**config.mk**
```make
export PLATFORM = sky130hd
export DESIGN_NAME = mux_master_reset_config
export DESIGN_NICKNAME = d
export VERILOG_FILES = /design/src/hdl/mux_cfg_pkg.sv /design/src/hdl/mux_master_reset_config.sv
export VERILOG_INCLUDE_DIRS = /design/src /design/src/hdl
export SDC_FILE = /design/constraint.sdc
export NUM_CORES = 1
export LEC_CHECK = 0
export CAP_MARGIN = 10
export CORE_ASPECT_RATIO = 0.75
export CORE_UTILIZATION = 35
export DETAILED_ROUTE_END_ITERATION = 12
export DONT_BUFFER_PORTS = 1
export GPL_ROUTABILITY_DRIVEN = 0
export SYNTH_ARGS = -nofsm -noshare
export SYNTH_HDL_FRONTEND = slang
export SYNTH_SLANG_ARGS = --single-unit
```
**constraint.sdc**
```tcl
create_clock -name ref_clk -period 4.6 [get_ports ref_clk]
set_clock_uncertainty 0.15 [all_clocks]
set_input_delay 0.46 -clock ref_clk [delete_from_list [all_inputs] [get_ports ref_clk]]
set_output_delay 0.46 -clock ref_clk [all_outputs]
set_load 0.005 [all_outputs]
```
**src/hdl/mux_cfg_defines.svh**
```systemverilog
// Register offsets, field positions, reset values and timing counts of the master config bank.
`ifndef MUX_CFG_DEFINES_SVH
`define MUX_CFG_DEFINES_SVH
`define IDX_RESET_REV 8'h00
`define IDX_CONFIG_ONE 8'h02
`define IDX_CONFIG_TWO 8'h04
`define IDX_STATUS 8'h06
`define BIT_SOFT_RESET 0
`define BIT_FIFO_FLUSH 1
`define BIT_SECOND_RESYNC 2
`define BIT_HS_RESYNC 3
`define BIT_ZERO_SUB_OFF 0
`define BIT_UNCHAN 1
`define BIT_CBIT_PARITY 2
`define BIT_AUTO_DEFEAT 3
`define BIT_MANUAL_UPDATE 4
`define BIT_NRZ_LINE 5
`define BIT_CLK_FALLBACK 6
`define BIT_FRAME_DIR 7
`define BIT_TX_SHARED 8
`define BIT_RX_SHARED 9
`define BIT_STROBE_STYLE 10
`define BIT_LOOP_TIMING 11
`define BIT_TXCLK_INVERT 0
`define MASK_RESET_REV 16'h000f
`define MASK_CONFIG_ONE 16'h0fff
`define MASK_CONFIG_TWO 16'h0001
`define REG_RESET_VALUE 16'h0000
`define REVISION_ID 8'h5a
`define SOFT_RESET_MIN_NS 100
`define SOFT_RESET_MIN_CYC ((`SOFT_RESET_MIN_NS + 9) / 10)
`define CLK_PERIOD_NS 10
`define SECOND_LINE_CYCLES 44736000
`define CLOCK_LOSS_CYCLES 64
`endif

```
**src/hdl/mux_cfg_pkg.sv**
```systemverilog
// Types shared by the master reset and configuration bank.
package mux_cfg_pkg;
	typedef struct packed {
		logic zeroSubOff;
		logic unchannelized;
		logic cbitParity;
		logic autoDefeat;
		logic nrzLine;
		logic clkFallback;
		logic framePulseIn;
		logic txShared;
		logic rxShared;
		logic strobeGapped;
		logic loopTiming;
		logic txClkInvert;
	} cfg_t;
	typedef struct packed {
		logic fifoFlush;
		logic secondResync;
		logic hsResync;
		logic countUpdate;
		logic secondTick;
	} pulses_t;
	typedef enum logic [1:0] {
		BUS_IDLE = 2'b00,
		BUS_ACK = 2'b01,
		BUS_GAP = 2'b10
	} bus_state_t;
endpackage

```
**src/hdl/mux_master_reset_config.sv**
```systemverilog
// Master reset, revision readout and configuration register bank.
// What this block does
// - Soft reset clears registers, lines send ones.
// - Soft reset ORed with hardware reset pin.
// - Flush bit rising edge empties receive FIFOs.
// - Second-order resync bit edge resyncs framers.
// - High-speed resync bit edge resyncs framer.
// - Upper byte reads revision, ignores writes.
// - Zero-substitution coders bypassed when bit set.
// - Unchannelized bit picks framer or multiplexer data.
// - Unchannelized mode skips overhead framer positions.
// - T3 C bits from framer when parity on.
// - Auto mode updates counters each second.
// - Manual update on bit or pin edge.
// - Manual bit ignored in auto mode.
// - NRZ mode drives minus rail low.
// - Detect lost transmit clock, optional fallback.
// - Frame pulse direction selected by bit.
// - Shared low-rate clocks replace individual ones.
// - Payload strobes level or gapped clock.
// - Loop timing applies to every low-rate port.
// - Invert bit inverts line transmit clock.
// - One-second tick timed from receive line clock.
`timescale 1ns/1ps
`include "mux_cfg_defines.svh"
module mux_master_reset_config #(
	parameter int SECOND_CYCLES = `SECOND_LINE_CYCLES
) (
	// Clock and reset.
	input wire logic ref_clk,
	input wire logic sys_rst,
	input wire logic hwRst_n,
	// Wishbone slave.
	input wire logic cyc_i,
	input wire logic stb_i,
	input wire logic we_i,
	input wire logic [7:0] adr_i,
	input wire logic [3:0] sel_i,
	input wire logic [31:0] dat_i,
	output logic [31:0] dat_o,
	output logic ack_o,
	// Pins from the line and framer side.
	input wire logic line_rx_clock,
	input wire logic framer_tx_clock,
	input wire logic count_update_pin,
	// Configuration and event outputs.
	output mux_cfg_pkg::cfg_t cfgOut,
	output mux_cfg_pkg::pulses_t pulseOut,
	output logic deviceReset,
	output logic sendAllOnes,
	output logic tx_clock_lost_flag,
	output logic txClockFallback,
	output logic tx_frame_pulse_oe_n
);
	logic [3:0] resetReg_ff;
	logic [11:0] cfgOne_ff;
	logic cfgTwo_ff;
	logic [1:0] hwRstSync_ff;
	logic devRst;
	logic [2:0] rxClkSync_ff;
	logic [2:0] txClkSync_ff;
	logic [1:0] pinSync_ff;
	logic pinPrev_ff;
	logic [3:0] edgePrev_ff;
	logic [31:0] secCount_ff;
	logic [7:0] lossCount_ff;
	logic tickFlag_ff;
	mux_cfg_pkg::bus_state_t busState_ff;
	logic access;
	logic [15:0] rdWord;
	logic rxEdge;
	logic secondWrap;
	logic lossHit;
	logic manualEdge;
	logic pinEdge;
	logic statusRead;
	logic [3:0] holdCount_ff;

	function automatic logic rise(input logic now, input logic prev);
		return now & ~prev;
	endfunction

	// A write needs the request, the byte lane and the exact word address.
	function automatic logic regHit(input logic acc, input logic wr, input logic lane,
		input logic [7:0] adr, input logic [7:0] target);
		return acc & wr & lane & (adr == target);
	endfunction

	// The mirror lags the registers by one cycle, which software cannot observe.
	function automatic mux_cfg_pkg::cfg_t cfgMap(input logic [11:0] one, input logic two);
		mux_cfg_pkg::cfg_t m;
		m.zeroSubOff = one[`BIT_ZERO_SUB_OFF];
		m.unchannelized = one[`BIT_UNCHAN];
		m.cbitParity = one[`BIT_CBIT_PARITY];
		m.autoDefeat = one[`BIT_AUTO_DEFEAT];
		m.nrzLine = one[`BIT_NRZ_LINE];
		m.clkFallback = one[`BIT_CLK_FALLBACK];
		m.framePulseIn = one[`BIT_FRAME_DIR];
		m.txShared = one[`BIT_TX_SHARED];
		m.rxShared = one[`BIT_RX_SHARED];
		m.strobeGapped = one[`BIT_STROBE_STYLE];
		m.loopTiming = one[`BIT_LOOP_TIMING];
		m.txClkInvert = two;
		return m;
	endfunction

	////////////////////////////////////////////////////////////////////////////////
	// Pin synchronisers; first stage feeds only the second.
	// The reset pin is asynchronous, so it is synchronised like any other pin.
	always_ff @(posedge ref_clk) begin
		hwRstSync_ff <= {hwRstSync_ff[0], ~hwRst_n};
	end

	always_ff @(posedge ref_clk) begin
		rxClkSync_ff <= {rxClkSync_ff[1:0], line_rx_clock};
	end

	always_ff @(posedge ref_clk) begin
		txClkSync_ff <= {txClkSync_ff[1:0], framer_tx_clock};
	end

	always_ff @(posedge ref_clk) begin
		pinSync_ff <= {pinSync_ff[0], count_update_pin};
		pinPrev_ff <= pinSync_ff[1];
	end

	// A soft reset clears its own bit in the next cycle, so it lasts one cycle.
	assign devRst = sys_rst | hwRstSync_ff[1] | resetReg_ff[`BIT_SOFT_RESET];

	// Event decodes; rxEdge, secondWrap and lossHit are each used by more than one process.
	assign rxEdge = rise(rxClkSync_ff[1], rxClkSync_ff[2]);
	assign secondWrap = rxEdge & (secCount_ff == 32'(SECOND_CYCLES - 1));
	assign lossHit = (lossCount_ff == 8'(`CLOCK_LOSS_CYCLES));
	assign manualEdge = rise(cfgOne_ff[`BIT_MANUAL_UPDATE], edgePrev_ff[3]);
	assign pinEdge = rise(pinSync_ff[1], pinPrev_ff);
	assign statusRead = access & ~we_i & (adr_i == `IDX_STATUS);

	////////////////////////////////////////////////////////////////////////////////
	// Wishbone handshake: ack one cycle after the request, then one idle cycle.
	assign access = cyc_i & stb_i & (busState_ff == mux_cfg_pkg::BUS_IDLE);

	// The idle cycle after each ack keeps a held request from being taken twice.
	always_ff @(posedge ref_clk) begin
		if (sys_rst) begin
			busState_ff <= mux_cfg_pkg::BUS_IDLE;
		end else begin
			unique case (busState_ff)
				mux_cfg_pkg::BUS_IDLE: begin
					if (cyc_i & stb_i) begin
						busState_ff <= mux_cfg_pkg::BUS_ACK;
					end
				end
				mux_cfg_pkg::BUS_ACK: busState_ff <= mux_cfg_pkg::BUS_GAP;
				mux_cfg_pkg::BUS_GAP: busState_ff <= mux_cfg_pkg::BUS_IDLE;
				default: busState_ff <= mux_cfg_pkg::BUS_IDLE;
			endcase
		end
	end

	always_ff @(posedge ref_clk) begin
		if (sys_rst) begin
			ack_o <= 1'b0;
		end else begin
			ack_o <= access;
		end
	end

	////////////////////////////////////////////////////////////////////////////////
	// Register writes; soft reset returns all to zero.
	always_ff @(posedge ref_clk) begin
		if (devRst) begin
			resetReg_ff <= 4'(`REG_RESET_VALUE);
		end else if (regHit(access, we_i, sel_i[0], adr_i, `IDX_RESET_REV)) begin
			resetReg_ff <= dat_i[3:0];
		end
	end

	always_ff @(posedge ref_clk) begin
		if (devRst) begin
			cfgOne_ff <= 12'(`REG_RESET_VALUE);
		end else begin
			if (regHit(access, we_i, sel_i[0], adr_i, `IDX_CONFIG_ONE)) begin
				cfgOne_ff[7:0] <= dat_i[7:0];
			end
			if (regHit(access, we_i, sel_i[1], adr_i, `IDX_CONFIG_ONE)) begin
				cfgOne_ff[11:8] <= dat_i[11:8];
			end
		end
	end

	// Only the clock-invert bit of the second register exists here.
	always_ff @(posedge ref_clk) begin
		if (devRst) begin
			cfgTwo_ff <= 1'b0;
		end else if (regHit(access, we_i, sel_i[0], adr_i, `IDX_CONFIG_TWO)) begin
			cfgTwo_ff <= dat_i[`BIT_TXCLK_INVERT];
		end
	end

	always_comb begin
		rdWord = 16'h0000;
		unique case (adr_i)
			`IDX_RESET_REV: rdWord = {`REVISION_ID, 4'h0, resetReg_ff};
			`IDX_CONFIG_ONE: rdWord = {4'h0, cfgOne_ff};
			`IDX_CONFIG_TWO: rdWord = {15'h0000, cfgTwo_ff};
			`IDX_STATUS: rdWord = {14'h0000, tx_clock_lost_flag, tickFlag_ff};
			default: rdWord = 16'h0000;
		endcase
	end

	// Read data is zero outside the ack cycle, so stale values never leak.
	always_ff @(posedge ref_clk) begin
		if (sys_rst) begin
			dat_o <= 32'h00000000;
		end else begin
			dat_o <= (access & ~we_i) ? {16'h0000, rdWord} : 32'h00000000;
		end
	end

	////////////////////////////////////////////////////////////////////////////////
	// One-second tick counted on receive line clock edges from any start point.
	// A tick beats a status read in the same cycle, so no boundary is lost.
	always_ff @(posedge ref_clk) begin
		if (devRst) begin
			secCount_ff <= 32'h00000000;
		end else if (rxEdge) begin
			secCount_ff <= secondWrap ? 32'h00000000 : secCount_ff + 32'h00000001;
		end
	end

	always_ff @(posedge ref_clk) begin
		if (devRst) begin
			tickFlag_ff <= 1'b0;
		end else if (secondWrap) begin
			tickFlag_ff <= 1'b1;
		end else if (statusRead) begin
			tickFlag_ff <= 1'b0;
		end
	end

	////////////////////////////////////////////////////////////////////////////////
	// Transmit clock watchdog: no edge for a while means the clock is lost.
	always_ff @(posedge ref_clk) begin
		if (devRst) begin
			lossCount_ff <= 8'h00;
		end else if (txClkSync_ff[1] != txClkSync_ff[2]) begin
			lossCount_ff <= 8'h00;
		end else if (lossCount_ff != 8'(`CLOCK_LOSS_CYCLES)) begin
			lossCount_ff <= lossCount_ff + 8'h01;
		end
	end

	////////////////////////////////////////////////////////////////////////////////
	// Edge-triggered controls; each fires once per rising edge of its bit.
	always_ff @(posedge ref_clk) begin
		if (devRst) begin
			edgePrev_ff <= 4'h0;
		end else begin
			edgePrev_ff <= {cfgOne_ff[`BIT_MANUAL_UPDATE], resetReg_ff[3:1]};
		end
	end

	// Manual and pin edges only count while automatic update is defeated.
	always_ff @(posedge ref_clk) begin
		if (devRst) begin
			pulseOut <= '0;
		end else begin
			pulseOut.fifoFlush <= rise(resetReg_ff[`BIT_FIFO_FLUSH], edgePrev_ff[0]);
			pulseOut.secondResync <= rise(resetReg_ff[`BIT_SECOND_RESYNC], edgePrev_ff[1]);
			pulseOut.hsResync <= rise(resetReg_ff[`BIT_HS_RESYNC], edgePrev_ff[2]);
			pulseOut.countUpdate <= cfgOne_ff[`BIT_AUTO_DEFEAT] ?
				(manualEdge | pinEdge) :
				secondWrap;
			pulseOut.secondTick <= tickFlag_ff;
		end
	end

	////////////////////////////////////////////////////////////////////////////////
	// Configuration mirror toward the datapath.
	always_ff @(posedge ref_clk) begin
		if (devRst) begin
			cfgOut <= '0;
		end else begin
			cfgOut <= cfgMap(cfgOne_ff, cfgTwo_ff);
		end
	end

	////////////////////////////////////////////////////////////////////////////////
	// Reset and clock-loss outputs.
	// A soft reset is one cycle inside, but the line side sees it for 11 cycles, at least 100ns.
	always_ff @(posedge ref_clk) begin
		if (devRst) begin
			holdCount_ff <= 4'(`SOFT_RESET_MIN_CYC);
		end else if (holdCount_ff != 4'h0) begin
			holdCount_ff <= holdCount_ff - 4'h1;
		end
	end

	always_ff @(posedge ref_clk) begin
		if (devRst) begin
			deviceReset <= 1'b1;
		end else begin
			deviceReset <= (holdCount_ff != 4'h0);
		end
	end

	always_ff @(posedge ref_clk) begin
		if (devRst) begin
			sendAllOnes <= 1'b1;
		end else begin
			sendAllOnes <= (holdCount_ff != 4'h0);
		end
	end

	// Real-time flag: it follows the watchdog and needs no clear.
	always_ff @(posedge ref_clk) begin
		if (devRst) begin
			tx_clock_lost_flag <= 1'b0;
		end else begin
			tx_clock_lost_flag <= lossHit;
		end
	end

	// Fallback follows the loss only while software allows it.
	always_ff @(posedge ref_clk) begin
		if (devRst) begin
			txClockFallback <= 1'b0;
		end else begin
			txClockFallback <= lossHit & cfgOne_ff[`BIT_CLK_FALLBACK];
		end
	end

	// Low enable means the block drives the frame pulse pin.
	always_ff @(posedge ref_clk) begin
		if (devRst) begin
			tx_frame_pulse_oe_n <= 1'b0;
		end else begin
			tx_frame_pulse_oe_n <= cfgOne_ff[`BIT_FRAME_DIR];
		end
	end
endmodule // mux_master_reset_config

```
# Yosys cells after proc, flatten, opt, wreduce, memory -nomap -nowiden
# Cells that the tools add are included.
[op_classes]
n_addsub = 3
n_mul = 0
div = 0
n_lt_le_gt_ge = 0
eq_ne = 9
shifts = 0
n_mux = 7
n_bitwise = 31
reduce_logical = 6
[ops]
columns = ["operator", "n"]
rows = [
  ["$pmux 15 s4", 1],
  ["$add 32x1->32 const B", 1],
  ["$eq 32x26->1 const B", 1],
  ["$mux 32", 1],
  ["$and 1x1->1", 19],
  ["$eq 8x3->1 const B", 2],
  ["$not 1->1", 9],
  ["$add 8x1->8 const B", 1],
  ["$eq 8x2->1 const B", 1],
  ["$eq 8x7->1 const B", 1],
  ["$logic_not 8->1", 1],
  ["$ne 8x7->1 const B", 1],
  ["$pmux 2 s2", 1],
  ["$reduce_bool 4->1", 1],
  ["$reduce_or 2->1", 2],
  ["$sub 4x1->4 const B", 1],
  ["$mux 1", 3],
  ["$or 1x1->1", 3],
  ["$eq 2x1->1 const B", 1],
  ["$logic_not 2->1", 1],
  ["$mux 2", 1],
  ["$ne 2x2->1 const B", 1],
  ["$reduce_bool 2->1", 1],
  ["$ne 1x1->1", 1],
]
[totals]
ff_bits = 132
latchBits = 0
ram_bits = 0
rom_bits = 0
inputBits = 53
out_inout_bits = 55
elab_cells = 94
mem_count = 0

# Logic depth before layout (Yosys ltp)
# Gate-level depths: netlist of run 1.
[depth]
depth_word = 6
ltp_mapped = 7
ltp_nobuf = 6

# Least setup slack after synthesis of run 1
# OpenSTA, ideal clock, no wires.
[synth_timing]
path_kind = "input-to-reg"
from = "input adr_i[4]"
to = "register dat_o[11]"
setup_ns = 0.071
arrival_ns = 1.799
required_time_ns = 4.379
slack_ns = 2.580
stages = 5
n_path_buf = 0
cell_sequence = "nor4_1 nand2_1 or4_4 or2_2 a21oi_1"
[synth_between]
elab_chain_cells = 2
word_cells_on_any_way = 5
classes_between = "eq/ne (3); mux (1); reduce/logical (1)"
[synth_lines]
columns = ["item", "line_no", "rtl"]
rows = [
  ["from (decl)", "mux_master_reset_config.sv:37", "input wire logic [7:0] adr_i,"],
  ["$eq 8x3->1 (tied with other cells)", "mux_master_reset_config.sv:202", "unique case (adr_i)"],
  ["$pmux 15 s4 (*)", "mux_master_reset_config.sv:202", ""],
  ["to (signal assigned)", "mux_master_reset_config.sv:216", "dat_o <= (access & ~we_i) ? {16'h0000, rdWord} : 32'h00000000;"],
  ["to (decl)", "mux_master_reset_config.sv:40", "output logic [31:0] dat_o,"],
]
# Every way passes the cells marked *; elsewhere a longest branch is shown, timed or not.
# A chain may end at the register's enable or synchronous reset.

# Worst setup path after layout of run 1
[layout_timing]
from = "register secCount_ff[0]"
to = "register secCount_ff[5]"
[layout_between]
elab_chain_cells = 3
word_cells_on_any_way = 4
classes_between = "add/sub (1); eq/ne (1); mux (1); bitwise (1)"
[layout_lines]
columns = ["item", "line_no", "rtl"]
rows = [
  ["from (decl)", "mux_master_reset_config.sv:65", "logic [31:0] secCount_ff;"],
  ["from (signal assigned)", "mux_master_reset_config.sv:227", "secCount_ff <= secondWrap ? 32'h00000000 : secCount_ff + 32'h00000001;"],
  ["parallel branches: the longest is 2 deep, another holds $add 32x1->32", "n/a", ""],
  ["$mux 32 (*)", "mux_master_reset_config.sv:227", ""],
]
# Every way passes the cells marked *.

==> run summary, run 1 <==
CTS root buffer: clkbuf_16
GRT met3 Usage: 5.755%
Total CTS buffers: 17
Total core area: 11870 µm²
Psw: 0.5264 mW
Yosys top cell by area: dfxtp_1
Top Ports: 108
CTS tree: built
Final setup TNS: 0 ps
Antenna diode count: 0
Reg2Reg Depth: 6
Synthesized area per cell: 9.641 µm²
Hold path start: dat_i[3]
Synth warn: 0
CP endpoint kind: flop
Final Hold Fails: 0
Met1 usage: 17.91%
Drt first pass iters: 4
Top Usage Layer GRT: met2
Clock-pin slew of the registers on the worst-case setup and hold paths: 60 ps
Via density: 4.746
Port Buffers: 0
Die area: 12910 µm²
H-tree level count: 4
Worst slew pin tran: 1004 ps
Post-CTS Setup Bufs: 0
Largest net degree at the start of global routing: 29
Row Count: 34
Max rail drop VDD: 0.2884 mV
Antenna viol nets, final: 0
Clock power frac: 56.9%
Placed cell areas: 4434 µm²
Fillers: 1125
Fmax: 364.9 MHz
Number of flops mapped to enable cells by yosys: 0
Int Pwr: 1.874 mW
Ys async rst share: 0%
Crit path kind: flop to flop
Synth cell types: 47
Worst Path Required: 4710 ps
Worst hold margin: 47.32 ps
Minimum clock period: 2741 ps
Worst hold stages: 2
Number of global-route vias before repair: 2895
Max-slew headroom: 33.08%
Final Cycle Share: 59.58%
DRT Wirelength: 8482 µm
Clk_lat worst skew: 400 ps
Largest cells by area after synthesis: dfxtp_1 52%, nor2_1 6.3%, xor2_1 5.2%, mux2i_1 3.7%, buf_4 3.6%
Place WS: 1820 ps
First-pass GRT wire length: 13970 µm
Worst r2r src: secCount_ff[0]
Final HPWL DP: 5859 µm
Initial antenna violation count: 0
Fraction of layout cells with a size suffix above 1: 10.08%
Yosys top cell area share: 51.91%
Initial DRC Count: 148
CP max FO: 24
Die Ht: 98.64 µm
Register area share after synthesis: 51.91%
DRC viols: 0
Vias: 3028
PwrDens: 468.9 nW/µm²
Max cap viols: 0
Wire length per cell: 13.29 µm
DIE WIDTH: 130.8 µm
Final worst slack: 1859 ps
Met2 Use GR: 21.45%
Seq cells post-synth: 113
Fin nets: 521
Comb power frac: 1.7%
Leakage: 1.968 nW
Post-route cell area: 5119 µm²
Status: completed
Total GRT Usage: 14.32%
Hold path endpoint: cfgOne_ff[3]
Max-slew violations: 0
Flop pwr share: 41.4%
CP arrival: 2850 ps
Tightest Hold Check Type: input pin to flop
Clock buffer depth: 2
Mapped Area: 4358 µm²
Switching Share: 21.93%
Sink Count: 113
Area Growth Syn to Fin: 17.46%
Most used flip-flop cell after synthesis: dfxtp_1
Post-synthesis cell count: 452
Total gr overflow: 0
R2R setup slack: 1860 ps
Reg-to-reg endpoint: secCount_ff[5]
Initial core utilization: 36.72%
RSZ-0062 raised after global routing: false
Final setup vio count: 0
Crit path launch type: flop
## power by group through the flow
| stage | clock network, mW | registers, mW | logic (mW) |
|---|---|---|---|
| 3_3_place_gp | 0 | 1.01 | 0.0345 |
| 4_1_cts | 1.40 | 0.993 | 0.0406 |
| 6_report | 1.37 | 0.994 | 0.0402 |
| 2_1_floorplan | 0 | 1.01 | 0.0425 |
| 3_5_place_dp | 0 | 1.01 | 0.0360 |
| 5_1_grt | 1.45 | 0.994 | 0.0459 |
## layout by cell type, fill, tap and decap left out, types with 9 or more instances in the layout
cell type  count
xor2_1        26
nand4_1       19
dfxtp_1      113
and2_1        21
nand2_1       31
conb_1        18
nor2_1        73
inv_1         12
mux2i_1       16
nand3_1       15
clkbuf_16     17
a21oi_1        9
## per-stage QoR
stage	utilization, %	power, mW	std cells
CTS	43.13	2.435	638
global placement	37.36	1.049	600
global route	43.13	2.487	638
floorplan	-	1.055	469
finish	43.13	2.400	638
detailed placement	37.36	1.051	600
## registers in the layout, indices dropped and copies added, names as in the netlist
signal / flops
tx_frame_pulse_oe_n: 1
pinSync_ff: 2
holdCount_ff: 4
sendAllOnes: 1
ack_o: 1
resetReg_ff: 4
txClockFallback: 1
cfgOut: 11
edgePrev_ff: 4
pinPrev_ff: 1
cfgOne_ff: 12
secCount_ff: 32
dat_o: 13
hwRstSync_ff: 2
cfgTwo_ff: 1
rxClkSync_ff: 3
tickFlag_ff: 1
pulseOut: 5
txClkSync_ff: 3
tx_clock_lost_flag: 1
lossCount_ff: 8
busState_ff: 2
## synthesized netlist by cell type, types with 2 or more instances
cell,n
dfxtp_1,113
nor2_1,73
nand2_1,31
xor2_1,26
and2_1,21
buf_4,21
nand4_1,19
mux2i_1,16
nand3_1,15
inv_1,12
a21oi_1,9
and3_1,8
nor2b_1,8
o21ai_0,8
xnor2_1,8
or3_1,6
clkbuf_1,5
ha_1,5
nor3_1,5
a31oi_1,3
buf_1,3
buf_2,3
nor4bb_1,3
and4_1,2
mux2_2,2
nand2b_1,2
nand4b_1,2
nor4_1,2
nor4b_1,2
or2_2,2
## critical path: stages (launching register included)
cell      delay [ps]
dfxtp_1          370
ha_1             220
nand4b_1         210
nor3_2           500
nand3_1          350
nand2_1          680
nor2_1           110
## area by class of cell
class | count | area, µm² | area share (%)
Inverter | 12 | 45.04 | 0.8800
Multi-Input combinational cell | 312 | 1917 | 37.45
Clock inverter | 15 | 198.9 | 3.887
Clock buffer | 17 | 425.4 | 8.311
Sequential cell | 113 | 2262 | 44.19
Tap cell | 162 | 202.7 | 3.960
Timing Repair Buffer | 7 | 67.56 | 1.320
## cell families (layout without fill, tap and decap cells)
group           after synthesis  after routing  synth area share (%)
buf+inv                      44             51                 5.685
xor+xnor                     34             34                 6.833
compound gates               24             24                 3.072
flops                       113            113                 51.91
mux                          19             19                 4.708
simple gates                212            212                 26.27
other cells                   1             18               0.08605
fa+ha+maj                     5              5                 1.436
## per-layer routing
metal	vias up	part of all wire [%]	wire [µm]
met5	-	0	0
met4	0	0.94	80
met3	4	7.6	642
met2	114	44	3714
met1	1406	48	4044
li1	1504	-	-
## worst max-delay path by stage
| stage | slack, ps | startpoint | to | depth (start not counted) |
|---|---|---|---|---|
| CTS | 1810 | secCount_ff[0] | secCount_ff[16] | 6 |
| finish | 1860 | secCount_ff[0] | secCount_ff[5] | 6 |
| detailed placement | 1820 | secCount_ff[0] | secCount_ff[5] | 6 |
| global placement | 1860 | secCount_ff[0] | secCount_ff[20] | 6 |
| global route | 1560 | secCount_ff[0] | secCount_ff[14] | 6 |
| floorplan | 2580 | adr_i[4] | dat_o[11] | 5 |
## repair_timing
| item | in CTS | in global routing |
|---|---|---|
| resized for setup | 0 | 0 |
| hold endpoints to repair | 10 | 0 |
| hold buffers | 6 | 0 |
Note: power is estimated with default switching activity, not from simulation.
==> run 2, diff against run 1 <==
==> constraint.sdc (replaced) <==
create_clock -name ref_clk -period 2.65 [get_ports ref_clk]
set_clock_uncertainty 0.15 [all_clocks]
set_input_delay 0.265 -clock ref_clk [delete_from_list [all_inputs] [get_ports ref_clk]]
set_output_delay 0.265 -clock ref_clk [all_outputs]
set_load 0.005 [all_outputs]
==> run 2 against run 1 <==
- die area unchanged
- register-to-register slack got worse by 1400 ps
- first-iteration DRC count decreased by 21%
- core utilization increased by 1.8 points
- via count increased by 3.2%
- sequential power increased by 73%
- wire length increased by 2.0%
- clock-buffer cell count increased by 1
- setup slack got worse by 1500 ps
- critical path type is now input pin to flop
- critical endpoint is now dat_o[12]
==> run summary, run 2 (synthesis gave the netlist of run 1 again) <==
Area Growth Syn to Fin: 22.22% (was 17.46%)
Max rail drop VDD: 0.4476 mV (was 0.2884 mV)
Max-slew violations: 0 (unchanged)
Vias: 3124 (was 3028)
Largest reg by FF count: secCount_ff (unchanged)
DIE WIDTH: 130.8 µm (unchanged)
Die area: 12910 µm² (unchanged)
Die Ht: 98.64 µm (unchanged)
Tightest Hold Check Type: input pin to flop (unchanged)
Clock buffer depth: 2 (unchanged)
Placed cell areas: 4484 µm² (was 4434 µm²)
Final setup vio count: 0 (unchanged)
Initial DRC Count: 117 (was 148)
Total core area: 11870 µm² (unchanged)
Total CTS buffers: 17 (unchanged)
Non-Filler Instances: 662 (was 638)
Wire length per cell: 13.07 µm (was 13.29 µm)
First-pass GRT wire length: 14440 µm (was 13970 µm)
Drt first pass iters: 5 (was 4)
Hold path start: adr_i[2] (was dat_i[3])
Row Count: 34 (unchanged)
Crit path launch type: input pin (was flop)
CTS tree: built (unchanged)
Worst hold stages: 3 (was 2)
Final setup TNS: 0 ps (unchanged)
Post-route cell area: 5326 µm² (was 5119 µm²)
CTS root buffer: clkbuf_16 (unchanged)
Commonest non-fill, non-tap cell in the layout: dfxtp_1 (unchanged)
Via density: 4.719 (was 4.746)
Antenna viol nets, final: 0 (unchanged)
Initial core utilization: 36.72% (unchanged)
Reg-to-reg endpoint: dat_o[12] (was secCount_ff[5])
Final HPWL DP: 5847 µm (was 5859 µm)
Placed Instances: 605 (was 600)
Max cap viols: 0 (unchanged)
Worst hold margin: 19.78 ps (was 47.32 ps)
Hold_buf cts: 25 (was 6)
CP endpoint kind: flop (unchanged)
CP max FO: 5 (was 24)
Status: completed (unchanged)
Hold path endpoint: tickFlag_ff (was cfgOne_ff[3])
Biggest regs: secCount_ff (32), dat_o (13), cfgOne_ff (12) (unchanged)
Commonest non-fill, non-tap cells in the layout: 113 x dfxtp_1, 73 x nor2_1, 31 x nand2_1, 26 x xor2_1, 25 x dlygate4sd3_1 (was 113 x dfxtp_1, 73 x nor2_1, 31 x nand2_1, 26 x xor2_1, 21 x and2_1)
RSZ-0062 raised after global routing: false (unchanged)
Port Buffers: 0 (unchanged)
Top Ports: 108 (unchanged)
Minimum clock period: 2280 ps
H-tree level count: 4 (unchanged)
Worst r2r src: busState_ff[0] (was secCount_ff[0])
Antenna diode count: 0 (unchanged)
Fmax: 438.6 MHz
Initial antenna violation count: 0 (unchanged)
Max reg flops: 32 (unchanged)
Post-CTS Setup Bufs: 0 (unchanged)
Final Cycle Share: 86.03%
Reg2Reg Depth: 6 (unchanged)
CTS resizes: 0 (unchanged)
Clock-pin slew of the registers on the worst-case setup and hold paths: 60 ps (about the same)
Number of global-route vias before repair: 3034 (was 2895)
Leakage: 2.053 nW (was 1.968 nW)
Sink Count: 113 (unchanged)
Max-slew headroom: 55.43% (was 33.08%)
Total GRT Usage: 14.65% (was 14.32%)
Fraction of layout cells with a size suffix above 1: 10.60% (was 10.08%)
Clk_lat worst skew: 400 ps (about the same)
Largest net degree at the start of global routing: 25 (was 29)
R2R setup slack: 420 ps (was 1860 ps)
Fin nets: 545 (was 521)
Worst slew pin tran: 668.5 ps (was 1004 ps)
PwrDens: 765.1 nW/µm² (was 468.9 nW/µm²)
Crit path kind: input pin to flop (was flop to flop)
DRT Wirelength: 8653 µm (was 8482 µm)
CP arrival: 2480 ps (was 2850 ps)
Total gr overflow: 0 (unchanged)
Worst Path Required: 2850 ps (was 4710 ps)
DRC viols: 0 (unchanged)
Final Hold Fails: 0 (unchanged)
[run 2: changes by cell type in the layout (fill, tap and decap cells not counted), sizes merged]
cell         before  now
inv              18   16
dlygate4sd3       6   25
clkinv            6    4
bufinv            3    2
buf               1    6
clkinvlp          0    4
clkbuf           17   18
[run 2: worst max-delay path by stage]
stage,start,to,slack [ps]
after floorplan,secCount_ff[0],secCount_ff[11],660
after global placement,secCount_ff[0],secCount_ff[24],490
after detailed placement,busState_ff[0],cfgOne_ff[5],440
after CTS,sys_rst,dat_o[12],370
after global routing,secCount_ff[0],secCount_ff[24],230
final,sys_rst,dat_o[12],370
[run 2: critical path, stage by stage]
cell and delay, ps:
dlygate4sd3_1 620, or4_4 580, or2_2 370, nor2_1 100
dlygate4sd3_1 540
[run 2: power breakdown]
group,leakage (nW),switching (mW),internal [mW],total [mW]
Combinational,0.858,0.0536,0.0481,0.102
Clock,0.280,0.831,1.42,2.25
Sequential,0.915,0.00977,1.72,1.72
[run 2: routing by layer]
layer  wire length [µm]  vias to the layer above  GRT usage [%]
met5                  0                        -              0
met4                104                        0          6.101
met3                587                        8          5.646
met2               3859                       94          22.47
met1               4101                     1464          18.30
li1                   -                     1558              -
[run 2: layout make-up]
type,instances,area [µm²]
Clock buffer,18,439.2
Clock inverter,14,152.6
Fill cell,1095,6543
Inverter,12,45.04
Multi-Input combinational cell,312,1917
Sequential cell,113,2262
Tap cell,162,202.7
Timing Repair Buffer,31,307.8
[run 2: metrics by stage]
stage	util, %	setup slack [ps]	total power [mW]
finish	44.88	370.2	4.075
global route	44.88	234.8	4.230
CTS	44.88	368.7	4.118
detailed placement	37.78	443.1	1.828
global placement	37.78	493.1	1.825
floorplan	-	660.8	1.832
